===== config.mk =====
export PLATFORM = sky130hd
export DESIGN_NAME = tdsf_top
export DESIGN_NICKNAME = d
export VERILOG_FILES = /design/src/rtl/tdsf_pkg.sv /design/src/rtl/tdsf_cmp.sv /design/src/rtl/tdsf_top.sv
export VERILOG_INCLUDE_DIRS = /design/src /design/src/rtl
export SDC_FILE = /design/constraint.sdc
export NUM_CORES = 1
export LEC_CHECK = 0
export BUFFER_PORTS_ARGS = -buffer_cell sky130_fd_sc_hd__buf_4
export CAP_MARGIN = 10
export CORE_UTILIZATION = 35
export DETAILED_ROUTE_END_ITERATION = 10
export PLACE_DENSITY = 0.5
export SLEW_MARGIN = 20
export SYNTH_ARGS = -nofsm -noshare
export SYNTH_HDL_FRONTEND = slang
export SYNTH_SLANG_ARGS = --single-unit

===== constraint.sdc =====
create_clock -name clk -period 2.9 [get_ports clk]
set_clock_uncertainty 0.1 [all_clocks]
set_input_delay 0.58 -clock clk [delete_from_list [all_inputs] [get_ports clk]]
set_output_delay 0.58 -clock clk [all_outputs]
set_load 0.005 [all_outputs]

===== src/rtl/tdsf_defs.svh =====
// Purpose: offsets, field positions, reset values of the diagnostic flag bank
// Assumes: register index = printed byte position; bus byte address = 4 * index
// Notes:   definitions only
`ifndef TDSF_DEFS_SVH
`define TDSF_DEFS_SVH

// register indices (byte address is four times the index)
`define TDSF_IDX_THR_LAST   8'h26
`define TDSF_IDX_STATUS     8'h6E
`define TDSF_IDX_ALARM_A    8'h70
`define TDSF_IDX_ALARM_B    8'h71
`define TDSF_IDX_WARN_A     8'h74
`define TDSF_IDX_WARN_B     8'h75

// index field inside the bus address
`define TDSF_IDX_LSB        2
`define TDSF_IDX_MSB        9

// status byte fields
`define TDSF_ST_TXOFF_PIN   7
`define TDSF_ST_SOFT_TXOFF  6
`define TDSF_ST_RATE_SEL    4
`define TDSF_ST_TX_FAULT    2
`define TDSF_ST_SIG_LOST    1
`define TDSF_ST_NOT_READY   0

// threshold reset values: limits open so nothing flags before software sets them
`define TDSF_THR_HI_RST     16'hFFFF
`define TDSF_THR_LO_RST     16'h0000
`define TDSF_TEMP_HI_RST    16'h7FFF
`define TDSF_TEMP_LO_RST    16'h8000

// threshold kinds within one quantity
`define TDSF_THR_KINDS      4
`define TDSF_KIND_HI_ALARM  0
`define TDSF_KIND_LO_ALARM  1
`define TDSF_KIND_HI_WARN   2
`define TDSF_KIND_LO_WARN   3

// bus responses
`define TDSF_RESP_OKAY      2'b00
`define TDSF_RESP_SLVERR    2'b10

`endif


===== src/rtl/tdsf_pkg.sv =====
// Purpose: types of the diagnostic flag bank
// Assumes: readings are 16 bit; temperature signed
// Notes:   field order puts temperature at element 0 when viewed as an array
package tdsf_pkg;

   typedef enum logic [1:0] {
      tdsf_kind_thr,
      tdsf_kind_status,
      tdsf_kind_flag,
      tdsf_kind_none
   } tdsf_kind_t;

   typedef struct packed {
      logic        tx_off_pin;
      logic        rate_select;
      logic        tx_fault;
      logic        receive_signal_lost;
      logic        meas_valid;
   } tdsf_pins_t;

   typedef struct packed {
      logic [15:0] rx_power;
      logic [15:0] tx_power;
      logic [15:0] bias;
      logic [15:0] vcc;
      logic [15:0] temp;
   } tdsf_meas_t;

   typedef struct packed {
      logic [19:0][15:0] thr;
      logic [7:0]        status;
      logic [7:0]        alarm_a;
      logic [7:0]        alarm_b;
      logic [7:0]        warn_a;
      logic [7:0]        warn_b;
      logic              tx_disable;
      logic              bvalid;
      logic [1:0]        bresp;
      logic              rvalid;
      logic [1:0]        rresp;
      logic [31:0]       rdata;
   } tdsf_state_t;

endpackage


===== src/rtl/tdsf_cmp.sv =====
// Purpose: compares one reading against its high and low limits
// Assumes: reading and limits share units and width
// Notes:   purely combinational; the caller registers the flags
`timescale 1ns/1ps
module tdsf_cmp #(
   parameter int W      = 16,
   parameter bit SIGNED = 1'b0
) (
   input  wire logic [W-1:0] value,
   input  wire logic [W-1:0] hi_limit,
   input  wire logic [W-1:0] lo_limit,
   output logic              above,
   output logic              below
);

   generate
      if (W < 2)
      begin : g_bad
         $error("tdsf_cmp: width too small");
      end
   endgenerate

   always_comb
   begin
      if (SIGNED)
      begin
         above = $signed(value) > $signed(hi_limit);  // [RL20]
         below = $signed(value) < $signed(lo_limit);  // [RL21]
      end
      else
      begin
         above = value > hi_limit;
         below = value < lo_limit;                    // [RL21]
      end
   end

endmodule


===== src/rtl/tdsf_top.sv =====
// Purpose: diagnostic status/control byte and alarm/warning flags over AXI4-Lite
// Assumes: pins and readings synchronous to clk; AXI4-Lite, 32-bit data
// Notes:   flags follow readings live, one cycle behind; no latching
// Operation
// RL1 - status bit mirrors transmit-off input pin
// RL2 - software transmit-off bit, writable and readable
// RL3 - bit 6 ORed with pin disables transmitter
// RL4 - status bit reports bandwidth select pin level
// RL5 - bandwidth select ignored, always full bandwidth
// RL6 - status bit mirrors transmit fault
// RL7 - status bit mirrors receive signal lost
// RL8 - active-low data ready bit, 0 when valid
// RL9 - alarm byte 112 bits 7/6: temperature
// RL10 - alarm byte 112 bits 5/4: supply
// RL11 - alarm byte 112 bits 3/2: bias
// RL12 - alarm byte 112 bits 1/0: transmit power
// RL13 - alarm byte 113 bits 7/6: receive power
// RL14 - warning byte 116 bits 7/6: temperature
// RL15 - warning byte 116 bits 5/4: supply
// RL16 - warning byte 116 bits 3/2: bias
// RL17 - warning byte 116 bits 1/0: transmit power
// RL18 - warning byte 117 bits 7/6: receive power
// RL19 - status byte at position 110
// RL20 - 16-bit readings and limits, signed temperature
// RL21 - low flags set below low limit
// RL22 - reserved reads zero, read-only writes ignored
`timescale 1ns/1ps
`include "tdsf_defs.svh"
module tdsf_top #(
   parameter int ADDR_W = 10,
   parameter int QTY    = 5
) (
   input  wire logic                clk,
   input  wire logic                rst,
   input  wire logic [ADDR_W-1:0]   s_axi_awaddr,
   input  wire logic                s_axi_awvalid,
   output logic                     s_axi_awready,
   input  wire logic [31:0]         s_axi_wdata,
   input  wire logic [3:0]          s_axi_wstrb,
   input  wire logic                s_axi_wvalid,
   output logic                     s_axi_wready,
   output logic [1:0]               s_axi_bresp,
   output logic                     s_axi_bvalid,
   input  wire logic                s_axi_bready,
   input  wire logic [ADDR_W-1:0]   s_axi_araddr,
   input  wire logic                s_axi_arvalid,
   output logic                     s_axi_arready,
   output logic [31:0]              s_axi_rdata,
   output logic [1:0]               s_axi_rresp,
   output logic                     s_axi_rvalid,
   input  wire logic                s_axi_rready,
   input  wire tdsf_pkg::tdsf_pins_t pins,
   input  wire tdsf_pkg::tdsf_meas_t meas,
   output logic                     tx_disable,
   output logic                     rx_full_bandwidth
);

   generate
      if (ADDR_W < `TDSF_IDX_MSB + 1)
      begin : g_bad_addr
         $error("tdsf_top: address too narrow for the flag bytes");
      end
      if (QTY != 5)
      begin : g_bad_qty
         $error("tdsf_top: flag layout serves exactly five readings");
      end
   endgenerate

   tdsf_pkg::tdsf_state_t st;
   tdsf_pkg::tdsf_state_t next_st;

   logic [QTY-1:0][15:0] meas_arr;
   logic [QTY-1:0]       al_hi;
   logic [QTY-1:0]       al_lo;
   logic [QTY-1:0]       wn_hi;
   logic [QTY-1:0]       wn_lo;
   logic [7:0]           wr_idx;
   logic [7:0]           rd_idx;
   logic                 wr_take;
   logic                 rd_take;

   tdsf_pkg::tdsf_kind_t wr_kind;
   tdsf_pkg::tdsf_kind_t rd_kind;

   assign meas_arr = meas;

   // maps a register index to its kind; unused positions answer as unmapped
   function automatic tdsf_pkg::tdsf_kind_t decode(
      input logic [7:0] idx,
      input logic       upper_zero
   );
      if (!upper_zero)
         decode = tdsf_pkg::tdsf_kind_none;
      else if (idx <= `TDSF_IDX_THR_LAST && !idx[0])
         decode = tdsf_pkg::tdsf_kind_thr;
      else if (idx == `TDSF_IDX_STATUS)
         decode = tdsf_pkg::tdsf_kind_status;
      else if (idx == `TDSF_IDX_ALARM_A || idx == `TDSF_IDX_ALARM_B ||
               idx == `TDSF_IDX_WARN_A  || idx == `TDSF_IDX_WARN_B)
         decode = tdsf_pkg::tdsf_kind_flag;
      else
         decode = tdsf_pkg::tdsf_kind_none;
   endfunction

   // first four readings share byte a, two bits each from the top
   function automatic logic [7:0] pack_a(
      input logic [QTY-1:0] hi,
      input logic [QTY-1:0] lo
   );
      logic [7:0] b;
      b = 8'h00;
      for (int q = 0; q < 4; q++)
      begin
         b[7-2*q] = hi[q];
         b[6-2*q] = lo[q];
      end
      pack_a = b;
   endfunction

   // receive power sits in the top two bits of byte b
   function automatic logic [7:0] pack_b(
      input logic hi,
      input logic lo
   );
      pack_b = {hi, lo, 6'b00_0000};  // [RL13] [RL18] [RL22]
   endfunction

   function automatic tdsf_pkg::tdsf_state_t reset_state();
      tdsf_pkg::tdsf_state_t s;
      s = '0;
      for (int q = 0; q < QTY; q++)
      begin
         s.thr[q*`TDSF_THR_KINDS + `TDSF_KIND_HI_ALARM] =
            (q == 0) ? `TDSF_TEMP_HI_RST : `TDSF_THR_HI_RST;
         s.thr[q*`TDSF_THR_KINDS + `TDSF_KIND_HI_WARN] =
            (q == 0) ? `TDSF_TEMP_HI_RST : `TDSF_THR_HI_RST;
         s.thr[q*`TDSF_THR_KINDS + `TDSF_KIND_LO_ALARM] =
            (q == 0) ? `TDSF_TEMP_LO_RST : `TDSF_THR_LO_RST;
         s.thr[q*`TDSF_THR_KINDS + `TDSF_KIND_LO_WARN] =
            (q == 0) ? `TDSF_TEMP_LO_RST : `TDSF_THR_LO_RST;
      end
      s.status[`TDSF_ST_NOT_READY] = 1'b1;
      s.bresp = `TDSF_RESP_OKAY;
      s.rresp = `TDSF_RESP_OKAY;
      reset_state = s;
   endfunction

   genvar g;
   generate
      for (g = 0; g < QTY; g++)
      begin : g_qty
         tdsf_cmp #(
            .W      (16),
            .SIGNED (g == 0)
         ) u_alarm (
            .value    (meas_arr[g]),
            .hi_limit (st.thr[g*`TDSF_THR_KINDS + `TDSF_KIND_HI_ALARM]),
            .lo_limit (st.thr[g*`TDSF_THR_KINDS + `TDSF_KIND_LO_ALARM]),
            .above    (al_hi[g]),
            .below    (al_lo[g])
         );
         tdsf_cmp #(
            .W      (16),
            .SIGNED (g == 0)
         ) u_warn (
            .value    (meas_arr[g]),
            .hi_limit (st.thr[g*`TDSF_THR_KINDS + `TDSF_KIND_HI_WARN]),
            .lo_limit (st.thr[g*`TDSF_THR_KINDS + `TDSF_KIND_LO_WARN]),
            .above    (wn_hi[g]),
            .below    (wn_lo[g])
         );
      end
   endgenerate

   assign wr_idx  = s_axi_awaddr[`TDSF_IDX_MSB:`TDSF_IDX_LSB];
   assign rd_idx  = s_axi_araddr[`TDSF_IDX_MSB:`TDSF_IDX_LSB];
   assign wr_kind = decode(wr_idx, (s_axi_awaddr >> (`TDSF_IDX_MSB + 1)) == '0);
   assign rd_kind = decode(rd_idx, (s_axi_araddr >> (`TDSF_IDX_MSB + 1)) == '0);

   // address and data are taken together, so arrival order does not matter
   assign wr_take       = s_axi_awvalid && s_axi_wvalid && !st.bvalid;
   assign s_axi_awready = wr_take;
   assign s_axi_wready  = wr_take;
   assign rd_take       = s_axi_arvalid && !st.rvalid;
   assign s_axi_arready = rd_take;

   always_comb
   begin
      next_st = st;

      // pin mirrors, one cycle behind the pins
      next_st.status[`TDSF_ST_TXOFF_PIN] = pins.tx_off_pin;            // [RL1]
      next_st.status[`TDSF_ST_RATE_SEL]  = pins.rate_select;           // [RL4]
      next_st.status[`TDSF_ST_TX_FAULT]  = pins.tx_fault;              // [RL6]
      next_st.status[`TDSF_ST_SIG_LOST]  = pins.receive_signal_lost;   // [RL7]
      next_st.status[`TDSF_ST_NOT_READY] = !pins.meas_valid;           // [RL8]
      next_st.status[5] = 1'b0;                                        // [RL22]
      next_st.status[3] = 1'b0;                                        // [RL22]

      // stale readings must not raise flags, so they stay clear until valid
      if (pins.meas_valid)
      begin
         next_st.alarm_a = pack_a(al_hi, al_lo);          // [RL9] [RL10] [RL11] [RL12]
         next_st.alarm_b = pack_b(al_hi[4], al_lo[4]);    // [RL13]
         next_st.warn_a  = pack_a(wn_hi, wn_lo);          // [RL14] [RL15] [RL16] [RL17]
         next_st.warn_b  = pack_b(wn_hi[4], wn_lo[4]);    // [RL18]
      end
      else
      begin
         next_st.alarm_a = 8'h00;
         next_st.alarm_b = 8'h00;
         next_st.warn_a  = 8'h00;
         next_st.warn_b  = 8'h00;
      end

      // write channel
      if (st.bvalid && s_axi_bready)
         next_st.bvalid = 1'b0;
      if (wr_take)
      begin
         next_st.bvalid = 1'b1;
         next_st.bresp  = `TDSF_RESP_OKAY;
         case (wr_kind)
            tdsf_pkg::tdsf_kind_thr:
            begin
               if (s_axi_wstrb[0])
                  next_st.thr[wr_idx[5:1]][7:0] = s_axi_wdata[7:0];    // [RL20]
               if (s_axi_wstrb[1])
                  next_st.thr[wr_idx[5:1]][15:8] = s_axi_wdata[15:8];  // [RL20]
            end
            tdsf_pkg::tdsf_kind_status:
            begin
               // only the software off bit is writable here
               if (s_axi_wstrb[0])
                  next_st.status[`TDSF_ST_SOFT_TXOFF] =
                     s_axi_wdata[`TDSF_ST_SOFT_TXOFF];                 // [RL2] [RL19]
            end
            tdsf_pkg::tdsf_kind_flag:
            begin
               next_st.bresp = `TDSF_RESP_OKAY;                         // [RL22]
            end
            default:
            begin
               next_st.bresp = `TDSF_RESP_SLVERR;
            end
         endcase
      end

      // read channel
      if (st.rvalid && s_axi_rready)
         next_st.rvalid = 1'b0;
      if (rd_take)
      begin
         next_st.rvalid = 1'b1;
         next_st.rresp  = `TDSF_RESP_OKAY;
         next_st.rdata  = 32'h0000_0000;
         case (rd_kind)
            tdsf_pkg::tdsf_kind_thr:
            begin
               next_st.rdata[15:0] = st.thr[rd_idx[5:1]];
            end
            tdsf_pkg::tdsf_kind_status:
            begin
               next_st.rdata[7:0] = st.status;                        // [RL19] [RL2]
            end
            tdsf_pkg::tdsf_kind_flag:
            begin
               case (rd_idx)
                  `TDSF_IDX_ALARM_A: next_st.rdata[7:0] = st.alarm_a;
                  `TDSF_IDX_ALARM_B: next_st.rdata[7:0] = st.alarm_b;
                  `TDSF_IDX_WARN_A:  next_st.rdata[7:0] = st.warn_a;
                  `TDSF_IDX_WARN_B:  next_st.rdata[7:0] = st.warn_b;
                  default:           next_st.rdata[7:0] = 8'h00;
               endcase
            end
            default:
            begin
               next_st.rresp = `TDSF_RESP_SLVERR;
            end
         endcase
      end

      // either source turns the laser off
      next_st.tx_disable = pins.tx_off_pin ||
                           next_st.status[`TDSF_ST_SOFT_TXOFF];       // [RL3]
   end

   always_ff @(posedge clk)
   begin
      if (rst)
         st <= reset_state();
      else
         st <= next_st;
   end

   assign s_axi_bvalid = st.bvalid;
   assign s_axi_bresp  = st.bresp;
   assign s_axi_rvalid = st.rvalid;
   assign s_axi_rresp  = st.rresp;
   assign s_axi_rdata  = st.rdata;
   assign tx_disable   = st.tx_disable;

   // bandwidth is fixed; the select pin is only reported, never obeyed
   assign rx_full_bandwidth = 1'b1;                                   // [RL5]

endmodule


Word-level counts from Yosys, hierarchy flattened --
Index checks and enable logic that the tools add are counted.
Operators by class: reductions and logical operators 28, equal/unequal tests 14, bitwise logic cells 1, $lt $le $gt $ge 25, muxes and demuxes 30
Operator list (count):
- 320-bit two-way mux | 4
- 320-bit bitwise mux | 2
- 16-bit demux with 5-bit select | 2
- 16-bit greater-than comparator | 10
- 16-bit < comparator | 10
- 16-bit binary-select mux with 5-bit select | 1
- 8-bit by 7-bit equality test with 1-bit output (second input constant) | 10
- 35-bit two-way mux | 1
- 16-bit two-way mux | 2
- 8-bit one-hot mux with 4 select lines | 1
- 8-bit one-hot mux with 3 select lines | 1
- 8-bit by 6-bit <= comparator with 1-bit output (second input constant) | 2
- 8-bit two-way mux | 2
- 5-bit by 6-bit < comparator with 1-bit output (second input constant) | 2
- 2-bit two-way mux | 6
- 1-bit logical AND | 8
- 1-bit logical OR | 7
- 1-bit two-way mux | 7
- 3-bit OR reduction | 2
- 5-bit by 1-bit >= comparator with 1-bit output (second input constant) | 1
- 1-bit logical NOT | 5
- 2-bit by 1-bit equality test with 1-bit output (second input constant) | 2
- 2-bit equality test (second input constant) | 2
- 2-bit logical NOT | 2
- other kinds (5) | 6
Storage, ports and cells: logic and storage cells 132, register bits after elaboration 383

Longest topological paths before layout --
word-level depth 12, mapped depth 10

Hierarchy --
Synthesis repeated with hierarchy kept, for this count alone.
Unflattened totals: cell total of the unflattened synthesis 2829, area total of the unflattened synthesis 23995.5 um2
By module, submodules not included:
- tdsf_top | seq. area each 7347.0 um2, area each 16040.4 um2, times used 1, cells an instance 1732
- tdsf_cmp (g_qty[1].u_alarm ...) | seq. area each 0.0 um2, area each 795.8 um2, times used 7, cells an instance 109
- tdsf_cmp (g_qty[0].u_alarm ...) | seq. area each 0.0 um2, area each 802.0 um2, times used 2, cells an instance 112
- tdsf_cmp (g_qty[3].u_alarm) | seq. area each 0.0 um2, area each 780.7 um2, times used 1, cells an instance 110

Worst setup path before layout --
OpenSTA, ideal clock, no wires.
path kind input to register, from input port meas[2] (netlist bit), to register st[53] (netlist bit), library setup time 0.121 ns, data arrival time 2.136 ns, required time 2.679 ns, path slack 0.544 ns, cell stages on the path 7, cells stage by stage ha_1 -> a21oi_1 -> o21ai_0 -> a41o_1 -> a211o_1 -> a211oi_1 -> mux2_2
On the way: word-level cells in the longest chain between the ends 1
RTL lines:
- start, declared | line tdsf_top.sv:53 | input wire tdsf_pkg::tdsf_meas_t meas,
- 16-bit < comparator | line tdsf_cmp.sv:28 | below = $signed(value) < $signed(lo_limit);
- end signal, assigned | line tdsf_top.sv:291 | st <= reset_state();
- end signal, assigned | line tdsf_top.sv:293 | st <= next_st;
- end, declared | line tdsf_top.sv:69 | tdsf_pkg::tdsf_state_t st;
Every way passes these cells. A chain may end at the register's enable or synchronous reset.

Final worst setup path --
from register st, in the netlist s_axi_rvalid, to output port s_axi_arready
On the way: word-level cells in the longest chain between the ends 2
RTL lines:
- 1-bit logical NOT | line tdsf_top.sv:184 | assign rd_take = s_axi_arvalid && !st.rvalid;
- 1-bit logical AND | line tdsf_top.sv:184
- end, declared | line tdsf_top.sv:47 | output logic s_axi_arready,
Every way passes these cells.

==> metrics.md <==
| Metric | Value |
|---|---|
| Type of origin of the critical path | `flop` |
| CP required | `2.22 ns` |
| CP arrival | `1.79 ns` |
| Post-route setup slack | `0.432 ns` |
| Cts bufs inserted | `44` |
| Pwr Density | `460 nW/µm²` |
| Slew headroom | `32.0%` |
| Multiplexer share of the synthesized area | `10.5%` |
| Syn_area_per_cell | `8.58 µm²` |
| Vias | `21281` |
| Post-CTS Resized | `0` |
| Max Slew Vio Count | `0` |
| Synth Area in Simple Gates | `17.3%` |
| Pin count of the biggest net entering global routing | `67` |
| Setup_tns | `0 ns` |
| Global-route wire length before repair | `135000 µm` |
| Count of cell types in the netlist | `74` |
| Fill cells | `6730` |
| Sink Count | `367` |
| Die height | `262 µm` |
| Critical path type | `flop to output port` |
| GR Util All Layers | `26.5%` |
| Worst-Skew Late Latency | `0.59 ns` |
| Synthesized flop and latch total | `367` |
| Max frequency | `405 MHz` |
| Worst Tran Pin Value | `1.02 ns` |
| Initial detailed-routing violation count | `1805` |
| TritonCTS clock tree | `done` |
| Tcrit/Tclk final | `85.1%` |
| Reg-to-reg slack, setup | `0.45 ns` |
| Worst setup EP type | `output port` |
| Compound-Gate Fraction of Synth Area | `15.4%` |
| Post-synth EDFFs | `0` |
| Grt total ovfl | `0` |
| Synthesis-to-finish area growth | `15.5%` |
| Row Count | `95` |
| Ys flop type | `dfxtp_1` |
| Hold WS | `0.103 ns` |
| Critical Path Fanout Max | `9` |
| Static leakage | `12.5 nW` |
| Setup violations, final | `0` |
| Residual DRC | `0` |
| Peak VDD IR | `0.379 mV` |
| PortBufs | `149` |
| H-tree levels | `2` |
| Number of global-route vias before repair | `20439` |
| I/O pin cnt | `191` |
| Hold Buf Count CTS | `0` |
| Max_cap viols | `0` |
| GPL Wtd Cong | `0.929` |
| DIE AREA | `68800 µm²` |
| Share of layout cells above drive strength 1 | `15.2%` |
| Area occupied by registers | `7350 µm²` |
| Mapped Cells | `2762` |
| Wire per inst | `24.3 µm` |
| Starting Density | `35.4%` |
| Status | `finished, final reports clean` |
| Multi-input logic area | `14200 µm²` |
| DPL Wire Length | `71500 µm` |
| Fin. Hold Viols | `0` |
| Nets | `3360` |
| Reg clk slew, reported paths | `0.06 ns` |
| Util after Layout | `40.9%` |
| Die X | `262 µm` |
| ANT nets after route | `0` |
| Sequential element share of the synthesized area | `31.0%` |
| Total Wirelength | `92700 µm` |
| Initial antenna violation count | `3` |
| Xor and xnor area share after synthesis | `0%` |
| Place WS | `0.190 ns` |
| Area of the mapped netlist | `23700 µm²` |
| Fin crit period | `2.47 ns` |
| Core area | `67000 µm²` |
| Adder-Cell Fraction of Synth Area | `16.4%` |
| Vias/cell | `5.59` |
| Post-synth ARST share | `0%` |
| RSZ-0062 raised after global routing | `false` |
| 1st-pass router iterations | `5` |
| Largest family of logic cells by synthesized area | `simple AND/OR/NAND/NOR gates` |
| Yosys warning total | `0` |
| CTS Root Cell | `clkbuf_16` |
| Hold Path Class | `input port to flop` |
| Post CTS Setup Buffer Count | `0` |
| CTS Buffer Depth | `3` |
worst paths after layout:
path	depth (start not counted)	end	start
max reg2reg	8	st[53]	st[129]
min reg2reg	2	st[230]	st[230]
max	3	s_axi_arready	s_axi_rvalid
min	2	st[75]	pins[3]
routing by layer:
layer / share of wire [%] / track usage (%)
met2: 46 / 43.6
met4: 3.6 / 9.24
met5: 0.015 / 0
met3: 6.0 / 3.61
met1: 44 / 35.4
Yosys cell counts (9+ instances only):
cell type | count | area, µm²
and4_1 | 9 | 78.8
nand2b_1 | 17 | 106
mux4_2 | 64 | 1440
a221oi_1 | 17 | 149
o21ai_0 | 88 | 440
a31oi_1 | 21 | 131
o211ai_1 | 12 | 90.1
a2111oi_0 | 10 | 87.6
o21a_1 | 14 | 105
mux2i_1 | 95 | 951
a211oi_1 | 20 | 150
nand2_1 | 208 | 781
a22oi_1 | 12 | 90.1
a21oi_1 | 335 | 1680
ha_1 | 310 | 3880
nor3_1 | 178 | 891
dfxtp_1 | 367 | 7350
nand4_1 | 30 | 188
a221o_1 | 11 | 110
nor2b_1 | 20 | 125
buf_6 | 12 | 135
clkbuf_1 | 63 | 236
nand2_2 | 13 | 81.3
a21o_1 | 39 | 293
inv_1 | 318 | 1190
buf_4 | 62 | 465
and3_1 | 12 | 75.1
nor2_4 | 18 | 203
nand3_1 | 116 | 581
nor2_1 | 146 | 548
buf_2 | 30 | 150
flip-flops by register name, summed over array words and instances, names as in the netlist:
register	cells
s_axi_bvalid	1
s_axi_rdata	16
s_axi_rvalid	1
st	346
tx_disable	1
s_axi_bresp	1
s_axi_rresp	1
placed cells by master (no fill, tap or decap), types with 11 or more instances in the layout:
cell	count
dfxtp_1	367
a21oi_1	335
inv_1	318
ha_1	310
buf_4	239
nand2_1	208
nor3_1	178
nor2_1	145
nand3_1	116
mux2i_1	95
o21ai_0	88
mux4_2	64
clkbuf_16	45
a21o_1	39
nand4_1	30
a31oi_1	21
nor2b_1	20
a211oi_1	20
conb_1	19
nor2_4	18
nand2b_1	17
a221oi_1	17
o21a_1	14
nand2_2	13
and3_1	12
o211ai_1	12
a22oi_1	12
a221o_1	11
through the flow:
step,cell area (µm²),power [mW],std cells
after floorplan,23800,5.95,2779
after global placement,25800,6.64,3729
after detailed placement,25800,6.67,3729
after CTS,27400,12.7,3808
after global routing,27400,13.0,3809
final,27400,12.6,3810
cells by family (layout without fill, tap and decap cells):
group           after synthesis  count (layout)
buf+inv                     491             647
other cells                   2              21
fa+ha+maj                   310             310
flops                       367             367
mux                         167             167
simple gates                810             810
compound gates              615             615
power by group:
group	switching (mW)	internal (mW)	total, mW
logic	0.947	0.554	1.50
clock network	2.39	3.63	6.02
registers	0.0137	5.06	5.07
final cells by class:
class	instances	share of cell area (%)
clock inverter	16	0.895
inverter	318	4.36
sequential	367	26.8
clock buffer	63	4.72
multi-input combinational	1921	51.9
antenna	2	0.0183
tap	873	3.99
timing repair buffer	250	7.30
worst max-delay path: stages, from the launching register on:
cell and delay, ns:
dfxtp_1 0.32, nand2b_1 0.16, inv_1 0.49, buf_4 0.22
Note: power is estimated with default switching activity, not from simulation.
